## config.mk

```make
export PLATFORM = sky130hd
export DESIGN_NAME = cpu_bus_cycle_sequencer
export DESIGN_NICKNAME = d
export VERILOG_FILES = /design/src/seq_pkg.sv /design/src/seq_if.sv /design/src/cpu_bus_cycle_sequencer.sv /design/src/seq_addr_gen.sv /design/src/seq_data_sel.sv
export VERILOG_INCLUDE_DIRS = /design/src
export SDC_FILE = /design/constraint.sdc
export NUM_CORES = 1
export LEC_CHECK = 0
export BUFFER_PORTS_ARGS = -buffer_cell sky130_fd_sc_hd__buf_2
export CORE_AREA = 2 2 165 167
export CTS_BUF_LIST = sky130_fd_sc_hd__clkbuf_8
export CTS_CLUSTER_DIAMETER = 40
export CTS_CLUSTER_SIZE = 8
export DETAILED_ROUTE_END_ITERATION = 10
export DIE_AREA = 0 0 167 169
export PLACE_DENSITY = 0.73
export RECOVER_POWER = 100
export SLEW_MARGIN = 10
export SYNTH_ARGS = -nofsm -noshare
export SYNTH_HDL_FRONTEND = slang
export SYNTH_SLANG_ARGS = --single-unit
```

## constraint.sdc

```tcl
create_clock -name clk_i -period 6.3 [get_ports clk_i]
set_input_delay 1.26 -clock clk_i [delete_from_list [all_inputs] [get_ports clk_i]]
set_output_delay 1.26 -clock clk_i [all_outputs]
set_load 0.03 [all_outputs]
```

## src/seq_cfg.svh

```systemverilog
`ifndef SEQ_CFG_SVH
`define SEQ_CFG_SVH

// Vector pair read by the software trap
`define SEQ_VEC_HI      16'hFFFA
`define SEQ_VEC_LO      16'hFFFB

// Step counter width and first step
`define SEQ_STEP_W      4
`define SEQ_STEP_FIRST  4'h1

// Return address distance from the op code address
`define SEQ_RET_CALL_X  16'h0002
`define SEQ_RET_CALL_E  16'h0003
`define SEQ_RET_BRSUB   16'h0002
`define SEQ_RET_STACK   16'h0001

// Reset values of the outputs and held registers
`define SEQ_ADDR_RST    16'h0000
`define SEQ_DATA_RST    8'h00
`define SEQ_WORD_RST    16'h0000

`endif

```

## src/seq_pkg.sv

```systemverilog
`default_nettype none

package seq_pkg;

	typedef enum logic [4:0] {
		CL_IDX_STA  = 5'h00,
		CL_IDX_RMW  = 5'h01,
		CL_IDX_TST  = 5'h02,
		CL_IDX_ST16 = 5'h03,
		CL_IDX_CALL = 5'h04,
		CL_EXT_JUMP = 5'h05,
		CL_EXT_RD8  = 5'h06,
		CL_EXT_RD16 = 5'h07,
		CL_EXT_STA  = 5'h08,
		CL_EXT_RMW  = 5'h09,
		CL_EXT_TST  = 5'h0A,
		CL_EXT_ST16 = 5'h0B,
		CL_EXT_CALL = 5'h0C,
		CL_INH      = 5'h0D,
		CL_PUSH     = 5'h0E,
		CL_PULL     = 5'h0F,
		CL_RETURN   = 5'h10,
		CL_WAIT     = 5'h11,
		CL_TRAP     = 5'h12,
		CL_IRET     = 5'h13,
		CL_BRANCH   = 5'h14,
		CL_BRSUB    = 5'h15
	} cls_t;

	typedef enum logic [3:0] {
		A_PC = 4'h0, A_PC1 = 4'h1, A_PC2 = 4'h2, A_X = 4'h3,
		A_XNC = 4'h4, A_XOFF = 4'h5, A_XOFF1 = 4'h6, A_EA = 4'h7,
		A_EA1 = 4'h8, A_SP = 4'h9, A_VHI = 4'hA, A_VLO = 4'hB,
		A_BTGT = 4'hC, A_MIX = 4'hD
	} addr_src_t;

	typedef enum logic [3:0] {
		D_NONE = 4'h0, D_RLO = 4'h1, D_RHI = 4'h2, D_XLO = 4'h3,
		D_XHI = 4'h4, D_A = 4'h5, D_B = 4'h6, D_CC = 4'h7,
		D_ACC = 4'h8, D_WHI = 4'h9, D_WLO = 4'hA, D_NEW = 4'hB
	} dat_src_t;

	typedef enum logic [2:0] {
		C_NONE = 3'h0, C_OFF = 3'h1, C_EAHI = 3'h2, C_EALO = 3'h3,
		C_DHI = 3'h4, C_DLO = 3'h5
	} cap_t;

	typedef enum logic {
		ST_IDLE = 1'b0,
		ST_RUN  = 1'b1
	} st_t;

	typedef struct packed {
		logic              valid_address_strobe;
		logic              rw;
		addr_src_t         asrc;
		logic signed [3:0] dsp;
		dat_src_t          dsrc;
		cap_t              cap;
		logic              last;
	} micro_t;

endpackage

`default_nettype wire
```

## src/seq_if.sv

```systemverilog
`default_nettype none

interface seq_if;
	seq_pkg::addr_src_t asrc;
	logic signed [3:0]  dsp;
	seq_pkg::dat_src_t  dsrc;
	logic [15:0]        pc;
	logic [15:0]        sp;
	logic [15:0]        x;
	logic [15:0]        ea;
	logic [7:0]         off;
	logic [15:0]        ret;
	logic [7:0]         acc_a;
	logic [7:0]         acc_b;
	logic               use_b;
	logic [7:0]         cc;
	logic [15:0]        word;
	logic [7:0]         new_op;
	logic [15:0]        addr;
	logic [7:0]         wdata;

	modport addr_mp (
		input  asrc, dsp, pc, sp, x, ea, off,
		output addr
	);

	modport data_mp (
		input  dsrc, ret, x, acc_a, acc_b, use_b, cc, word, new_op,
		output wdata
	);

	modport ctl_mp (
		output asrc, dsp, dsrc, pc, sp, x, ea, off, ret,
		output acc_a, acc_b, use_b, cc, word, new_op,
		input  addr, wdata
	);
endinterface

`default_nettype wire

```

## src/cpu_bus_cycle_sequencer.sv

```systemverilog
// Operation
// - Indexed accumulator store: 6 cycles, three idle, then write at X+offset.
// - Read-modify-write: 7 indexed, 6 extended; read, idle, write same address.
// - Test operand: final cycle keeps strobe low, memory left unchanged.
// - Stack/index store: 7 indexed, 6 extended; high byte then low at +1.
// - Indexed call: 8 cycles; push return low at SP, high at SP-1.
// - Extended jump: 3 cycles; op code, target high, target low.
// - Extended reads: 4 cycles single byte, 5 double, high byte first.
// - Extended accumulator store: 5 cycles; idle at destination, then write.
// - Extended call: 9 cycles; read subroutine op code, push, reread low.
// - Simple inherent: 2 cycles; op code then next op code location.
// - Pull: 4 cycles; idle at SP, then read SP+1.
// - Return: 5 cycles; discard, idle at SP, read SP+1 high, SP+2 low.
// - Wait: 9 cycles stacking seven bytes from SP down to SP-6.
// - Trap: 12 cycles; stack seven bytes, idle, read vector FFFA, FFFB.
// - Interrupt return: 10 cycles reading seven bytes at SP+1 to SP+7.
// - Branches: 4 cycles; op code, offset, idle at PC+2, idle at target.
// - Branch call: 8 cycles; idle, push low then high, three idle.
// - Branch call last address: call high byte, subroutine low byte.
// - Second cycle of both returns reads PC+1 and discards the data.
`include "seq_cfg.svh"
`default_nettype none

module cpu_bus_cycle_sequencer (
	// Clock and reset
	input  wire logic                  clk_i,
	input  wire logic                  reset_n_i,
	// Instruction request
	input  wire logic                  start_i,
	input  wire seq_pkg::cls_t         class_i,
	input  wire logic                  use_b_i,
	// Register file snapshot
	input  wire logic [15:0]           pc_i,
	input  wire logic [15:0]           sp_i,
	input  wire logic [15:0]           x_i,
	input  wire logic [7:0]            acc_a_i,
	input  wire logic [7:0]            acc_b_i,
	input  wire logic [7:0]            cc_i,
	input  wire logic [15:0]           word_i,
	input  wire logic [7:0]            new_i,
	// System bus
	input  wire logic [7:0]            data_i,
	output logic [15:0]                addr_o,
	output logic                       vma_o,
	output logic                       rw_o,
	output logic [7:0]                 data_o,
	output logic                       data_oe_n_o,
	// Status and results
	output logic                       busy_o,
	output logic                       done_o,
	output logic [15:0]                word_o,
	output logic [15:0]                target_o
);

	////////////////////////////////////////////////////////////////////
	// Micro-step table

	function automatic seq_pkg::micro_t rd(
		input seq_pkg::addr_src_t a,
		input logic signed [3:0]  d,
		input seq_pkg::cap_t      c,
		input logic               l
	);
		seq_pkg::micro_t m;
		m.valid_address_strobe  = 1'b1;
		m.rw   = 1'b1;
		m.asrc = a;
		m.dsp  = d;
		m.dsrc = seq_pkg::D_NONE;
		m.cap  = c;
		m.last = l;
		return m;
	endfunction

	function automatic seq_pkg::micro_t wr(
		input seq_pkg::addr_src_t a,
		input logic signed [3:0]  d,
		input seq_pkg::dat_src_t  s,
		input logic               l
	);
		seq_pkg::micro_t m;
		m = rd(a, d, seq_pkg::C_NONE, l);
		m.rw   = 1'b0;
		m.dsrc = s;
		return m;
	endfunction

	// Internal cycle: strobe low so nothing on the bus is selected
	function automatic seq_pkg::micro_t nv(
		input seq_pkg::addr_src_t a,
		input logic signed [3:0]  d,
		input logic               l
	);
		seq_pkg::micro_t m;
		m = rd(a, d, seq_pkg::C_NONE, l);
		m.valid_address_strobe = 1'b0;
		return m;
	endfunction

	function automatic seq_pkg::micro_t micro(
		input seq_pkg::cls_t c,
		input logic [3:0]    n
	);
		seq_pkg::micro_t m;
		logic            ext;
		logic            inh;
		ext = (c >= seq_pkg::CL_EXT_JUMP) && (c <= seq_pkg::CL_EXT_CALL);
		inh = (c >= seq_pkg::CL_INH) && (c <= seq_pkg::CL_IRET);
		m = nv(seq_pkg::A_PC, 4'sh0, 1'b1);
		if (n == 4'h1) begin
			m = rd(seq_pkg::A_PC, 4'sh0, seq_pkg::C_NONE, 1'b0);
		end else if (n == 4'h2) begin
			if (ext)
				m = rd(seq_pkg::A_PC1, 4'sh0, seq_pkg::C_EAHI, 1'b0);
			else if (inh)
				// Data of returns is ignored here
				m = rd(seq_pkg::A_PC1, 4'sh0, seq_pkg::C_NONE,
					c == seq_pkg::CL_INH);
			else
				m = rd(seq_pkg::A_PC1, 4'sh0, seq_pkg::C_OFF, 1'b0);
		end else if (n == 4'h3 && ext) begin
			m = rd(seq_pkg::A_PC2, 4'sh0, seq_pkg::C_EALO,
				c == seq_pkg::CL_EXT_JUMP);
		end else begin
			case (c)
				seq_pkg::CL_IDX_STA: begin
					case (n)
						4'h3:    m = nv(seq_pkg::A_X, 4'sh0, 1'b0);
						4'h4:    m = nv(seq_pkg::A_XNC, 4'sh0, 1'b0);
						4'h5:    m = nv(seq_pkg::A_XOFF, 4'sh0, 1'b0);
						default: m = wr(seq_pkg::A_XOFF, 4'sh0,
							seq_pkg::D_ACC, 1'b1);
					endcase
				end
				seq_pkg::CL_IDX_RMW, seq_pkg::CL_IDX_TST: begin
					case (n)
						4'h3:    m = nv(seq_pkg::A_X, 4'sh0, 1'b0);
						4'h4:    m = nv(seq_pkg::A_XNC, 4'sh0, 1'b0);
						4'h5:    m = rd(seq_pkg::A_XOFF, 4'sh0,
							seq_pkg::C_DLO, 1'b0);
						4'h6:    m = nv(seq_pkg::A_XOFF, 4'sh0, 1'b0);
						default: m = wr(seq_pkg::A_XOFF, 4'sh0,
							seq_pkg::D_NEW, 1'b1);
					endcase
				end
				seq_pkg::CL_IDX_ST16: begin
					case (n)
						4'h3:    m = nv(seq_pkg::A_X, 4'sh0, 1'b0);
						4'h4:    m = nv(seq_pkg::A_XNC, 4'sh0, 1'b0);
						4'h5:    m = nv(seq_pkg::A_XOFF, 4'sh0, 1'b0);
						4'h6:    m = wr(seq_pkg::A_XOFF, 4'sh0,
							seq_pkg::D_WHI, 1'b0);
						default: m = wr(seq_pkg::A_XOFF1, 4'sh0,
							seq_pkg::D_WLO, 1'b1);
					endcase
				end
				seq_pkg::CL_IDX_CALL: begin
					case (n)
						4'h3:    m = nv(seq_pkg::A_X, 4'sh0, 1'b0);
						4'h4:    m = wr(seq_pkg::A_SP, 4'sh0,
							seq_pkg::D_RLO, 1'b0);
						4'h5:    m = wr(seq_pkg::A_SP, -4'sh1,
							seq_pkg::D_RHI, 1'b0);
						4'h6:    m = nv(seq_pkg::A_SP, -4'sh2, 1'b0);
						4'h7:    m = nv(seq_pkg::A_X, 4'sh0, 1'b0);
						default: m = nv(seq_pkg::A_XNC, 4'sh0, 1'b1);
					endcase
				end
				seq_pkg::CL_EXT_RD8:
					m = rd(seq_pkg::A_EA, 4'sh0, seq_pkg::C_DLO, 1'b1);
				seq_pkg::CL_EXT_RD16: begin
					if (n == 4'h4)
						m = rd(seq_pkg::A_EA, 4'sh0, seq_pkg::C_DHI, 1'b0);
					else
						m = rd(seq_pkg::A_EA1, 4'sh0, seq_pkg::C_DLO, 1'b1);
				end
				seq_pkg::CL_EXT_STA: begin
					if (n == 4'h4)
						m = nv(seq_pkg::A_EA, 4'sh0, 1'b0);
					else
						m = wr(seq_pkg::A_EA, 4'sh0, seq_pkg::D_ACC, 1'b1);
				end
				seq_pkg::CL_EXT_RMW, seq_pkg::CL_EXT_TST: begin
					case (n)
						4'h4:    m = rd(seq_pkg::A_EA, 4'sh0,
							seq_pkg::C_DLO, 1'b0);
						4'h5:    m = nv(seq_pkg::A_EA, 4'sh0, 1'b0);
						default: m = wr(seq_pkg::A_EA, 4'sh0,
							seq_pkg::D_NEW, 1'b1);
					endcase
				end
				seq_pkg::CL_EXT_ST16: begin
					case (n)
						4'h4:    m = nv(seq_pkg::A_EA, 4'sh0, 1'b0);
						4'h5:    m = wr(seq_pkg::A_EA, 4'sh0,
							seq_pkg::D_WHI, 1'b0);
						default: m = wr(seq_pkg::A_EA1, 4'sh0,
							seq_pkg::D_WLO, 1'b1);
					endcase
				end
				seq_pkg::CL_EXT_CALL: begin
					case (n)
						4'h4:    m = rd(seq_pkg::A_EA, 4'sh0,
							seq_pkg::C_NONE, 1'b0);
						4'h5:    m = wr(seq_pkg::A_SP, 4'sh0,
							seq_pkg::D_RLO, 1'b0);
						4'h6:    m = wr(seq_pkg::A_SP, -4'sh1,
							seq_pkg::D_RHI, 1'b0);
						4'h7:    m = nv(seq_pkg::A_SP, -4'sh2, 1'b0);
						4'h8:    m = nv(seq_pkg::A_PC2, 4'sh0, 1'b0);
						default: m = rd(seq_pkg::A_PC2, 4'sh0,
							seq_pkg::C_NONE, 1'b1);
					endcase
				end
				seq_pkg::CL_PUSH: begin
					if (n == 4'h3)
						m = wr(seq_pkg::A_SP, 4'sh0, seq_pkg::D_ACC, 1'b0);
					else
						m = nv(seq_pkg::A_SP, -4'sh1, 1'b1);
				end
				seq_pkg::CL_PULL: begin
					if (n == 4'h3)
						m = nv(seq_pkg::A_SP, 4'sh0, 1'b0);
					else
						m = rd(seq_pkg::A_SP, 4'sh1, seq_pkg::C_DLO, 1'b1);
				end
				seq_pkg::CL_RETURN: begin
					case (n)
						4'h3:    m = nv(seq_pkg::A_SP, 4'sh0, 1'b0);
						4'h4:    m = rd(seq_pkg::A_SP, 4'sh1,
							seq_pkg::C_DHI, 1'b0);
						default: m = rd(seq_pkg::A_SP, 4'sh2,
							seq_pkg::C_DLO, 1'b1);
					endcase
				end
				seq_pkg::CL_WAIT, seq_pkg::CL_TRAP: begin
					// Stacking order follows the encoding of D_RLO..D_CC
					if (n <= 4'h9)
						m = wr(seq_pkg::A_SP, 4'($signed(4'h3 - n)),
							seq_pkg::dat_src_t'(n - 4'h2),
							(n == 4'h9) && (c == seq_pkg::CL_WAIT));
					else if (n == 4'hA)
						m = nv(seq_pkg::A_SP, -4'sh7, 1'b0);
					else if (n == 4'hB)
						m = rd(seq_pkg::A_VHI, 4'sh0, seq_pkg::C_DHI, 1'b0);
					else
						m = rd(seq_pkg::A_VLO, 4'sh0, seq_pkg::C_DLO, 1'b1);
				end
				seq_pkg::CL_IRET: begin
					if (n == 4'h3)
						m = nv(seq_pkg::A_SP, 4'sh0, 1'b0);
					else
						m = rd(seq_pkg::A_SP, 4'(n - 4'h3),
							(n == 4'h9) ? seq_pkg::C_DHI :
							(n == 4'hA) ? seq_pkg::C_DLO : seq_pkg::C_NONE,
							n == 4'hA);
				end
				seq_pkg::CL_BRANCH: begin
					if (n == 4'h3)
						m = nv(seq_pkg::A_PC2, 4'sh0, 1'b0);
					else
						m = nv(seq_pkg::A_BTGT, 4'sh0, 1'b1);
				end
				seq_pkg::CL_BRSUB: begin
					case (n)
						4'h3:    m = nv(seq_pkg::A_PC2, 4'sh0, 1'b0);
						4'h4:    m = wr(seq_pkg::A_SP, 4'sh0,
							seq_pkg::D_RLO, 1'b0);
						4'h5:    m = wr(seq_pkg::A_SP, -4'sh1,
							seq_pkg::D_RHI, 1'b0);
						4'h6:    m = nv(seq_pkg::A_SP, -4'sh2, 1'b0);
						4'h7:    m = nv(seq_pkg::A_PC2, 4'sh0, 1'b0);
						default: m = nv(seq_pkg::A_MIX, 4'sh0, 1'b1);
					endcase
				end
				default: m = nv(seq_pkg::A_PC, 4'sh0, 1'b1);
			endcase
		end
		// Test writes nothing: strobe stays low and the bus stays free
		if ((c == seq_pkg::CL_IDX_TST || c == seq_pkg::CL_EXT_TST) &&
			m.last)
			m.valid_address_strobe = 1'b0;
		return m;
	endfunction

	////////////////////////////////////////////////////////////////////
	// State

	seq_pkg::st_t               st_r;
	seq_pkg::cls_t              cls_r;
	seq_pkg::micro_t            cur_r;
	seq_pkg::micro_t            nxt;
	logic [`SEQ_STEP_W-1:0]     step_r;
	logic [`SEQ_STEP_W-1:0]     step_nxt;
	logic                       take;
	logic [15:0]                pc_r;
	logic [15:0]                sp_r;
	logic [15:0]                x_r;
	logic [15:0]                ret_r;
	logic [15:0]                wsrc_r;
	logic [7:0]                 a_r;
	logic [7:0]                 b_r;
	logic [7:0]                 cc_r;
	logic [7:0]                 new_r;
	logic                       use_b_r;
	logic [7:0]                 off_r;
	logic [15:0]                ea_r;
	logic [15:0]                ret_nxt;

	seq_if s ();

	seq_addr_gen u_addr (
		.s (s)
	);

	seq_data_sel u_data (
		.s (s)
	);

	assign take     = (st_r == seq_pkg::ST_IDLE) && start_i;
	assign step_nxt = take ? `SEQ_STEP_FIRST : step_r + 4'h1;
	assign nxt      = micro(take ? class_i : cls_r, step_nxt);

	always_comb begin
		case (class_i)
			seq_pkg::CL_IDX_CALL: ret_nxt = pc_i + `SEQ_RET_CALL_X;
			seq_pkg::CL_EXT_CALL: ret_nxt = pc_i + `SEQ_RET_CALL_E;
			seq_pkg::CL_BRSUB:    ret_nxt = pc_i + `SEQ_RET_BRSUB;
			default:              ret_nxt = pc_i + `SEQ_RET_STACK;
		endcase
	end

	////////////////////////////////////////////////////////////////////
	// Interface drive

	// First step needs the op code address before it is latched
	assign s.pc     = (st_r == seq_pkg::ST_IDLE) ? pc_i : pc_r;
	assign s.sp     = sp_r;
	assign s.x      = x_r;
	assign s.off    = off_r;
	// Low address byte arrives in the cycle just before its first use
	assign s.ea     = (st_r == seq_pkg::ST_RUN &&
		cur_r.cap == seq_pkg::C_EALO) ? {ea_r[15:8], data_i} : ea_r;
	assign s.asrc   = nxt.asrc;
	assign s.dsp    = nxt.dsp;
	assign s.dsrc   = nxt.dsrc;
	assign s.ret    = ret_r;
	assign s.acc_a  = a_r;
	assign s.acc_b  = b_r;
	assign s.use_b  = use_b_r;
	assign s.cc     = cc_r;
	assign s.word   = wsrc_r;
	assign s.new_op = new_r;

	////////////////////////////////////////////////////////////////////
	// Sequencing

	always_ff @(posedge clk_i) begin
		if (!reset_n_i) begin
			st_r   <= seq_pkg::ST_IDLE;
			step_r <= `SEQ_STEP_FIRST;
			cls_r  <= seq_pkg::CL_INH;
			cur_r  <= '0;
		end else begin
			case (st_r)
				seq_pkg::ST_IDLE: begin
					if (start_i) begin
						st_r   <= seq_pkg::ST_RUN;
						step_r <= step_nxt;
						cls_r  <= class_i;
						cur_r  <= nxt;
					end
				end
				seq_pkg::ST_RUN: begin
					if (cur_r.last) begin
						st_r  <= seq_pkg::ST_IDLE;
						cur_r <= '0;
					end else begin
						step_r <= step_nxt;
						cur_r  <= nxt;
					end
				end
				default: st_r <= seq_pkg::ST_IDLE;
			endcase
		end
	end

	// Snapshot taken once so the caller may change its registers freely
	always_ff @(posedge clk_i) begin
		if (!reset_n_i) begin
			pc_r    <= `SEQ_ADDR_RST;
			sp_r    <= `SEQ_ADDR_RST;
			x_r     <= `SEQ_ADDR_RST;
			ret_r   <= `SEQ_ADDR_RST;
			wsrc_r  <= `SEQ_WORD_RST;
			a_r     <= `SEQ_DATA_RST;
			b_r     <= `SEQ_DATA_RST;
			cc_r    <= `SEQ_DATA_RST;
			new_r   <= `SEQ_DATA_RST;
			use_b_r <= 1'b0;
		end else if (take) begin
			pc_r    <= pc_i;
			sp_r    <= sp_i;
			x_r     <= x_i;
			ret_r   <= ret_nxt;
			wsrc_r  <= word_i;
			a_r     <= acc_a_i;
			b_r     <= acc_b_i;
			cc_r    <= cc_i;
			new_r   <= new_i;
			use_b_r <= use_b_i;
		end
	end

	// Read data is taken at the end of the cycle that presented it
	always_ff @(posedge clk_i) begin
		if (!reset_n_i) begin
			off_r  <= `SEQ_DATA_RST;
			ea_r   <= `SEQ_WORD_RST;
			word_o <= `SEQ_WORD_RST;
		end else if (st_r == seq_pkg::ST_RUN) begin
			case (cur_r.cap)
				seq_pkg::C_OFF:  off_r        <= data_i;
				seq_pkg::C_EAHI: ea_r[15:8]   <= data_i;
				seq_pkg::C_EALO: ea_r[7:0]    <= data_i;
				seq_pkg::C_DHI:  word_o[15:8] <= data_i;
				seq_pkg::C_DLO:  word_o[7:0]  <= data_i;
				default:         off_r        <= off_r;
			endcase
		end
	end

	assign target_o = ea_r;

	////////////////////////////////////////////////////////////////////
	// Bus outputs

	always_ff @(posedge clk_i) begin
		if (!reset_n_i) begin
			addr_o      <= `SEQ_ADDR_RST;
			vma_o       <= 1'b0;
			rw_o        <= 1'b1;
			data_o      <= `SEQ_DATA_RST;
			data_oe_n_o <= 1'b1;
			busy_o      <= 1'b0;
			done_o      <= 1'b0;
		end else if (take || (st_r == seq_pkg::ST_RUN && !cur_r.last)) begin
			addr_o      <= s.addr;
			vma_o       <= nxt.valid_address_strobe;
			rw_o        <= nxt.rw;
			data_o      <= s.wdata;
			data_oe_n_o <= nxt.rw || !nxt.valid_address_strobe;
			busy_o      <= 1'b1;
			done_o      <= nxt.last;
		end else begin
			vma_o       <= 1'b0;
			rw_o        <= 1'b1;
			data_oe_n_o <= 1'b1;
			busy_o      <= 1'b0;
			done_o      <= 1'b0;
		end
	end

endmodule

`default_nettype wire

```

## src/seq_addr_gen.sv

```systemverilog
`include "seq_cfg.svh"
`default_nettype none

module seq_addr_gen (
	seq_if.addr_mp s
);
	logic [15:0] sp_adj;
	logic [15:0] x_off;
	logic [15:0] btgt;

	assign sp_adj = s.sp + {{12{s.dsp[3]}}, s.dsp};
	assign x_off  = s.x + {8'h00, s.off};
	assign btgt   = s.pc + 16'h0002 + {{8{s.off[7]}}, s.off};

	always_comb begin
		case (s.asrc)
			seq_pkg::A_PC:    s.addr = s.pc;
			seq_pkg::A_PC1:   s.addr = s.pc + 16'h0001;
			seq_pkg::A_PC2:   s.addr = s.pc + 16'h0002;
			seq_pkg::A_X:     s.addr = s.x;
			// Low byte sum only: the carry has not reached the high half
			seq_pkg::A_XNC:   s.addr = {s.x[15:8], s.x[7:0] + s.off};
			seq_pkg::A_XOFF:  s.addr = x_off;
			seq_pkg::A_XOFF1: s.addr = x_off + 16'h0001;
			seq_pkg::A_EA:    s.addr = s.ea;
			seq_pkg::A_EA1:   s.addr = s.ea + 16'h0001;
			seq_pkg::A_SP:    s.addr = sp_adj;
			seq_pkg::A_VHI:   s.addr = `SEQ_VEC_HI;
			seq_pkg::A_VLO:   s.addr = `SEQ_VEC_LO;
			seq_pkg::A_BTGT:  s.addr = btgt;
			seq_pkg::A_MIX:   s.addr = {s.pc[15:8], btgt[7:0]};
			default:          s.addr = s.pc;
		endcase
	end
endmodule

`default_nettype wire

```

## src/seq_data_sel.sv

```systemverilog
`default_nettype none

module seq_data_sel (
	seq_if.data_mp s
);
	always_comb begin
		case (s.dsrc)
			seq_pkg::D_RLO: s.wdata = s.ret[7:0];
			seq_pkg::D_RHI: s.wdata = s.ret[15:8];
			seq_pkg::D_XLO: s.wdata = s.x[7:0];
			seq_pkg::D_XHI: s.wdata = s.x[15:8];
			seq_pkg::D_A:   s.wdata = s.acc_a;
			seq_pkg::D_B:   s.wdata = s.acc_b;
			seq_pkg::D_CC:  s.wdata = s.cc;
			seq_pkg::D_ACC: s.wdata = s.use_b ? s.acc_b : s.acc_a;
			seq_pkg::D_WHI: s.wdata = s.word[15:8];
			seq_pkg::D_WLO: s.wdata = s.word[7:0];
			seq_pkg::D_NEW: s.wdata = s.new_op;
			default:        s.wdata = 8'h00;
		endcase
	end
endmodule

`default_nettype wire

```

==> flow_summary.ini <==
[critical_path]
crit_type = in2reg
cp-endpoint = addr_o[12]
crit_arrival_ns = 6.33
cp_data_required_time_ns = 6.68
reg2reg_depth = 23
r2r-start = st_r
crit_fanout = 10
cp-startpoint = start_i
crit_path_end_kind = register
cp-start-kind = input pin
reg2reg_to = addr_o[12]
rrSetupSlack_ns = 0.53

[routing]
wl_met1_microns = 21500
wl_met3_microns = 3860
met2RoutedLength_microns = 24500
antenna_left = 0
vias = 14500
top_layer = met5
vias_per_cell = 6.30
drc = 0
wl_per_cell_microns = 22.8
drt_iter0_markers = 1492
first_pass_iters = 9
wirelength_microns = 52500

[power]
switching_share_pct = 42.0
pwr-share-seq_pct = 38.8
leakage_nw = 5.99
switchingPower_w = 0.00153
power_density_nw_per_um2 = 239
peakVddDrop_v = 0.000146
combPwrFrac_pct = 38.2
p_int_w = 0.00211
clkPwrFrac_pct = 23.0

[logic_synthesis]
yosys_warnings = 0
synth-main-ff-cell = dfxtp_1
yosysSeqAreaShare_pct = 29.8
postSynthCellCount = 1728
synth_cell_types = 100
yosysTopAreaCell = dfxtp_1
synth_top_area_share_pct = 29.8
synth_seq_cells = 195
synth-edff-count = 0
syn_avg_cell_area_sq_um = 7.59
synth_area_sq_um = 13100
syn-num-nets = 1899
synthTopCellsByArea = dfxtp_1, nand2_1, a21oi_1
synthArstFlopShare_pct = 0

[cts]
holdBufCountCts = 0
numCtsBuffers = 17
clkTransAtPathRegs_ns = 0.12
insertion_delay_ns = 0.50
cts_resized = 0
h-tree-depth = 4
clock_path_buffers = 2
clkSinkCount = 195
post_cts_buffers = 0
clockRootBuffer = clkbuf_8
cts_tree = yes

[floorplanning]
die_w_microns = 167
dieArea_sq_um = 28200
ios = 174
die_h_microns = 169
fp-row-count = 60
core_area_sq_um = 26500
initial_core_util_pct = 49.5

[global_routing]
grt-ovfl-total = 0
first_global_vias = 13400
grt_pass1_wl_microns = 79000
grtUsageTotal_pct = 36.1
grt_max_degree = 102
antenna_found_initial = 0

[timing]
worstMarginPinSlew_ns = 2.66
relSlewSlack_pct = -78.2
finalMaxSlewViolations = 209
period_needed_ns = 5.95
setup_tns_ns = 0
setup_viol = 0
fmax_mhz = 168
rsz0062_at_grt = false
fin_crit_sh_pct = 94.4
skew_ns = 0.0269
hold_viol_final = 0

[final_layout]
final_cells = 2300
final_cell_mix = nand2_1, a21oi_1, dfxtp_1
drive_gt1_share_pct = 16.6
fillers = 2638
n_antenna_cell = 0
regArea_sq_um = 3900
fin_nets = 2118
layout_commonest_cell = nand2_1
multiInputGateArea_sq_um = 8660
area_growth_pct = 16.3

[placement]
routabilityCongestion = 1.06
numPortBuffers = 173
dp_cells = 2269
hpwl_microns = 40500

[status]
outcome = finished, violations left
violations = max-capacitance violations, max-slew violations

[flow_run]
cap_violations = 3

[min_path]
min_from = addr_o[8]
worstHoldPathType = reg2reg
==> flip-flops by register name (all words and copies together), names as in the netlist, 8 cells and up <==
register,count
a_r,8
addr_o,16
b_r,8
cc_r,8
data_o,8
new_r,8
off_r,8
pc_r,16
ret_r,16
s.sp,16
s.word,16
s.x,16
target_o,16
word_o,16
==> routing by layer <==
| metal | GRT usage [%] | vias to the layer above |
|---|---|---|
| met5 | 0 | - |
| met4 | 16.7 | 2 |
| li1 | - | 6702 |
| met1 | 45.3 | 6941 |
| met2 | 60.7 | 692 |
| met3 | 5.92 | 160 |
==> synth_stat cells (all sizes together) (6+ instances only) <==
| library cell | number |
|---|---|
| a31oi | 14 |
| a211oi | 16 |
| dfxtp | 195 |
| a221oi | 13 |
| or3 | 12 |
| o2111ai | 7 |
| mux2 | 14 |
| ha | 54 |
| o211ai | 8 |
| nor2 | 132 |
| nand2b | 12 |
| nor4 | 11 |
| inv | 37 |
| nand3 | 34 |
| nand2 | 344 |
| xor2 | 28 |
| a22oi | 50 |
| o21bai | 8 |
| nand4 | 31 |
| a21o | 12 |
| buf | 28 |
| and2 | 15 |
| nor3 | 46 |
| clkbuf | 76 |
| a222oi | 8 |
| and3 | 9 |
| a311oi | 13 |
| a22o | 10 |
| a21oi | 203 |
| nand3b | 9 |
| o221ai | 8 |
| o21ai | 57 |
| or2 | 8 |
| a2111oi | 6 |
| xnor2 | 54 |
| mux2i | 36 |
| o311ai | 7 |
| o22ai | 8 |
| nor2b | 11 |
==> how the worst min path moves through the flow <==
stage	endpoint	slack, ns	depth (start not counted)
floorplan	ret_r[0]	0.43	2
global placement	pc_r[12]	0.44	2
detailed placement	addr_o[8]	0.44	2
CTS	addr_o[8]	0.46	2
global route	b_r[2]	0.48	2
finish	addr_o[8]	0.46	2
==> worst max-delay path, stage by stage <==
cell	delay, ns
buf_2	0.13
nand2b_4	0.06
and2_1	0.21
inv_1	0.12
ha_1	0.36
nand2_1	0.12
o21ai_0	0.09
buf_4	0.17
nor2_1	0.06
nand2_1	0.07
o21ai_0	0.12
a21oi_1	0.23
a31oi_1	0.14
ha_1	0.23
fa_1	0.39
a21o_1	0.19
a21oi_1	0.19
o21bai_1	0.08
a21oi_1	0.20
o21bai_1	0.09
a21oi_1	0.19
o21ai_0	0.15
o41ai_1	0.43
buf_4	0.20
xnor2_1	0.07
o221ai_1	0.25
a211oi_1	0.08
a2111oi_0	0.42
==> metrics by stage <==
stage | worst slack (ns) | power [W] | hold slack, ns | utilization [%] | instance area [sq um]
2_1_floorplan | 0.00514 | 0.00225 | 0.431 | - | 13100
3_3_place_gp | 0.101 | 0.00280 | 0.439 | 56.6 | 15000
3_5_place_dp | 0.0116 | 0.00280 | 0.444 | 56.6 | 15000
4_1_cts | 0.514 | 0.00362 | 0.458 | 58.0 | 15400
5_1_grt | 0.0482 | 0.00379 | 0.477 | 57.6 | 15300
6_report | 0.352 | 0.00364 | 0.459 | 57.6 | 15300
==> power by group through the flow <==
stage	Sequential [W]	Clock (W)	Combinational, W
final	0.00141	0.000837	0.00139
after floorplan	0.00146	0	0.000789
after global placement	0.00144	0	0.00136
after CTS	0.00141	0.000840	0.00137
after global routing	0.00142	0.000889	0.00148
after detailed placement	0.00144	0	0.00136
==> cells by family after synthesis <==
| logic type | synth area share (%) |
|---|---|
| mux | 4.24 |
| compound gates | 25.8 |
| flops | 29.8 |
| fa+ha+maj | 5.76 |
| buf+inv | 4.55 |
| xor+xnor | 5.47 |
| simple gates | 24.4 |
==> final cells by class <==
type                       count  area share [%]
tap                          341            2.80
timing repair buffer         304            11.5
inverter                      37           0.919
sequential                   195            25.6
clock inverter                14           0.902
clock buffer                  17            1.53
multi-input combinational   1392            56.8
Note: power is estimated with default switching activity, not from simulation.
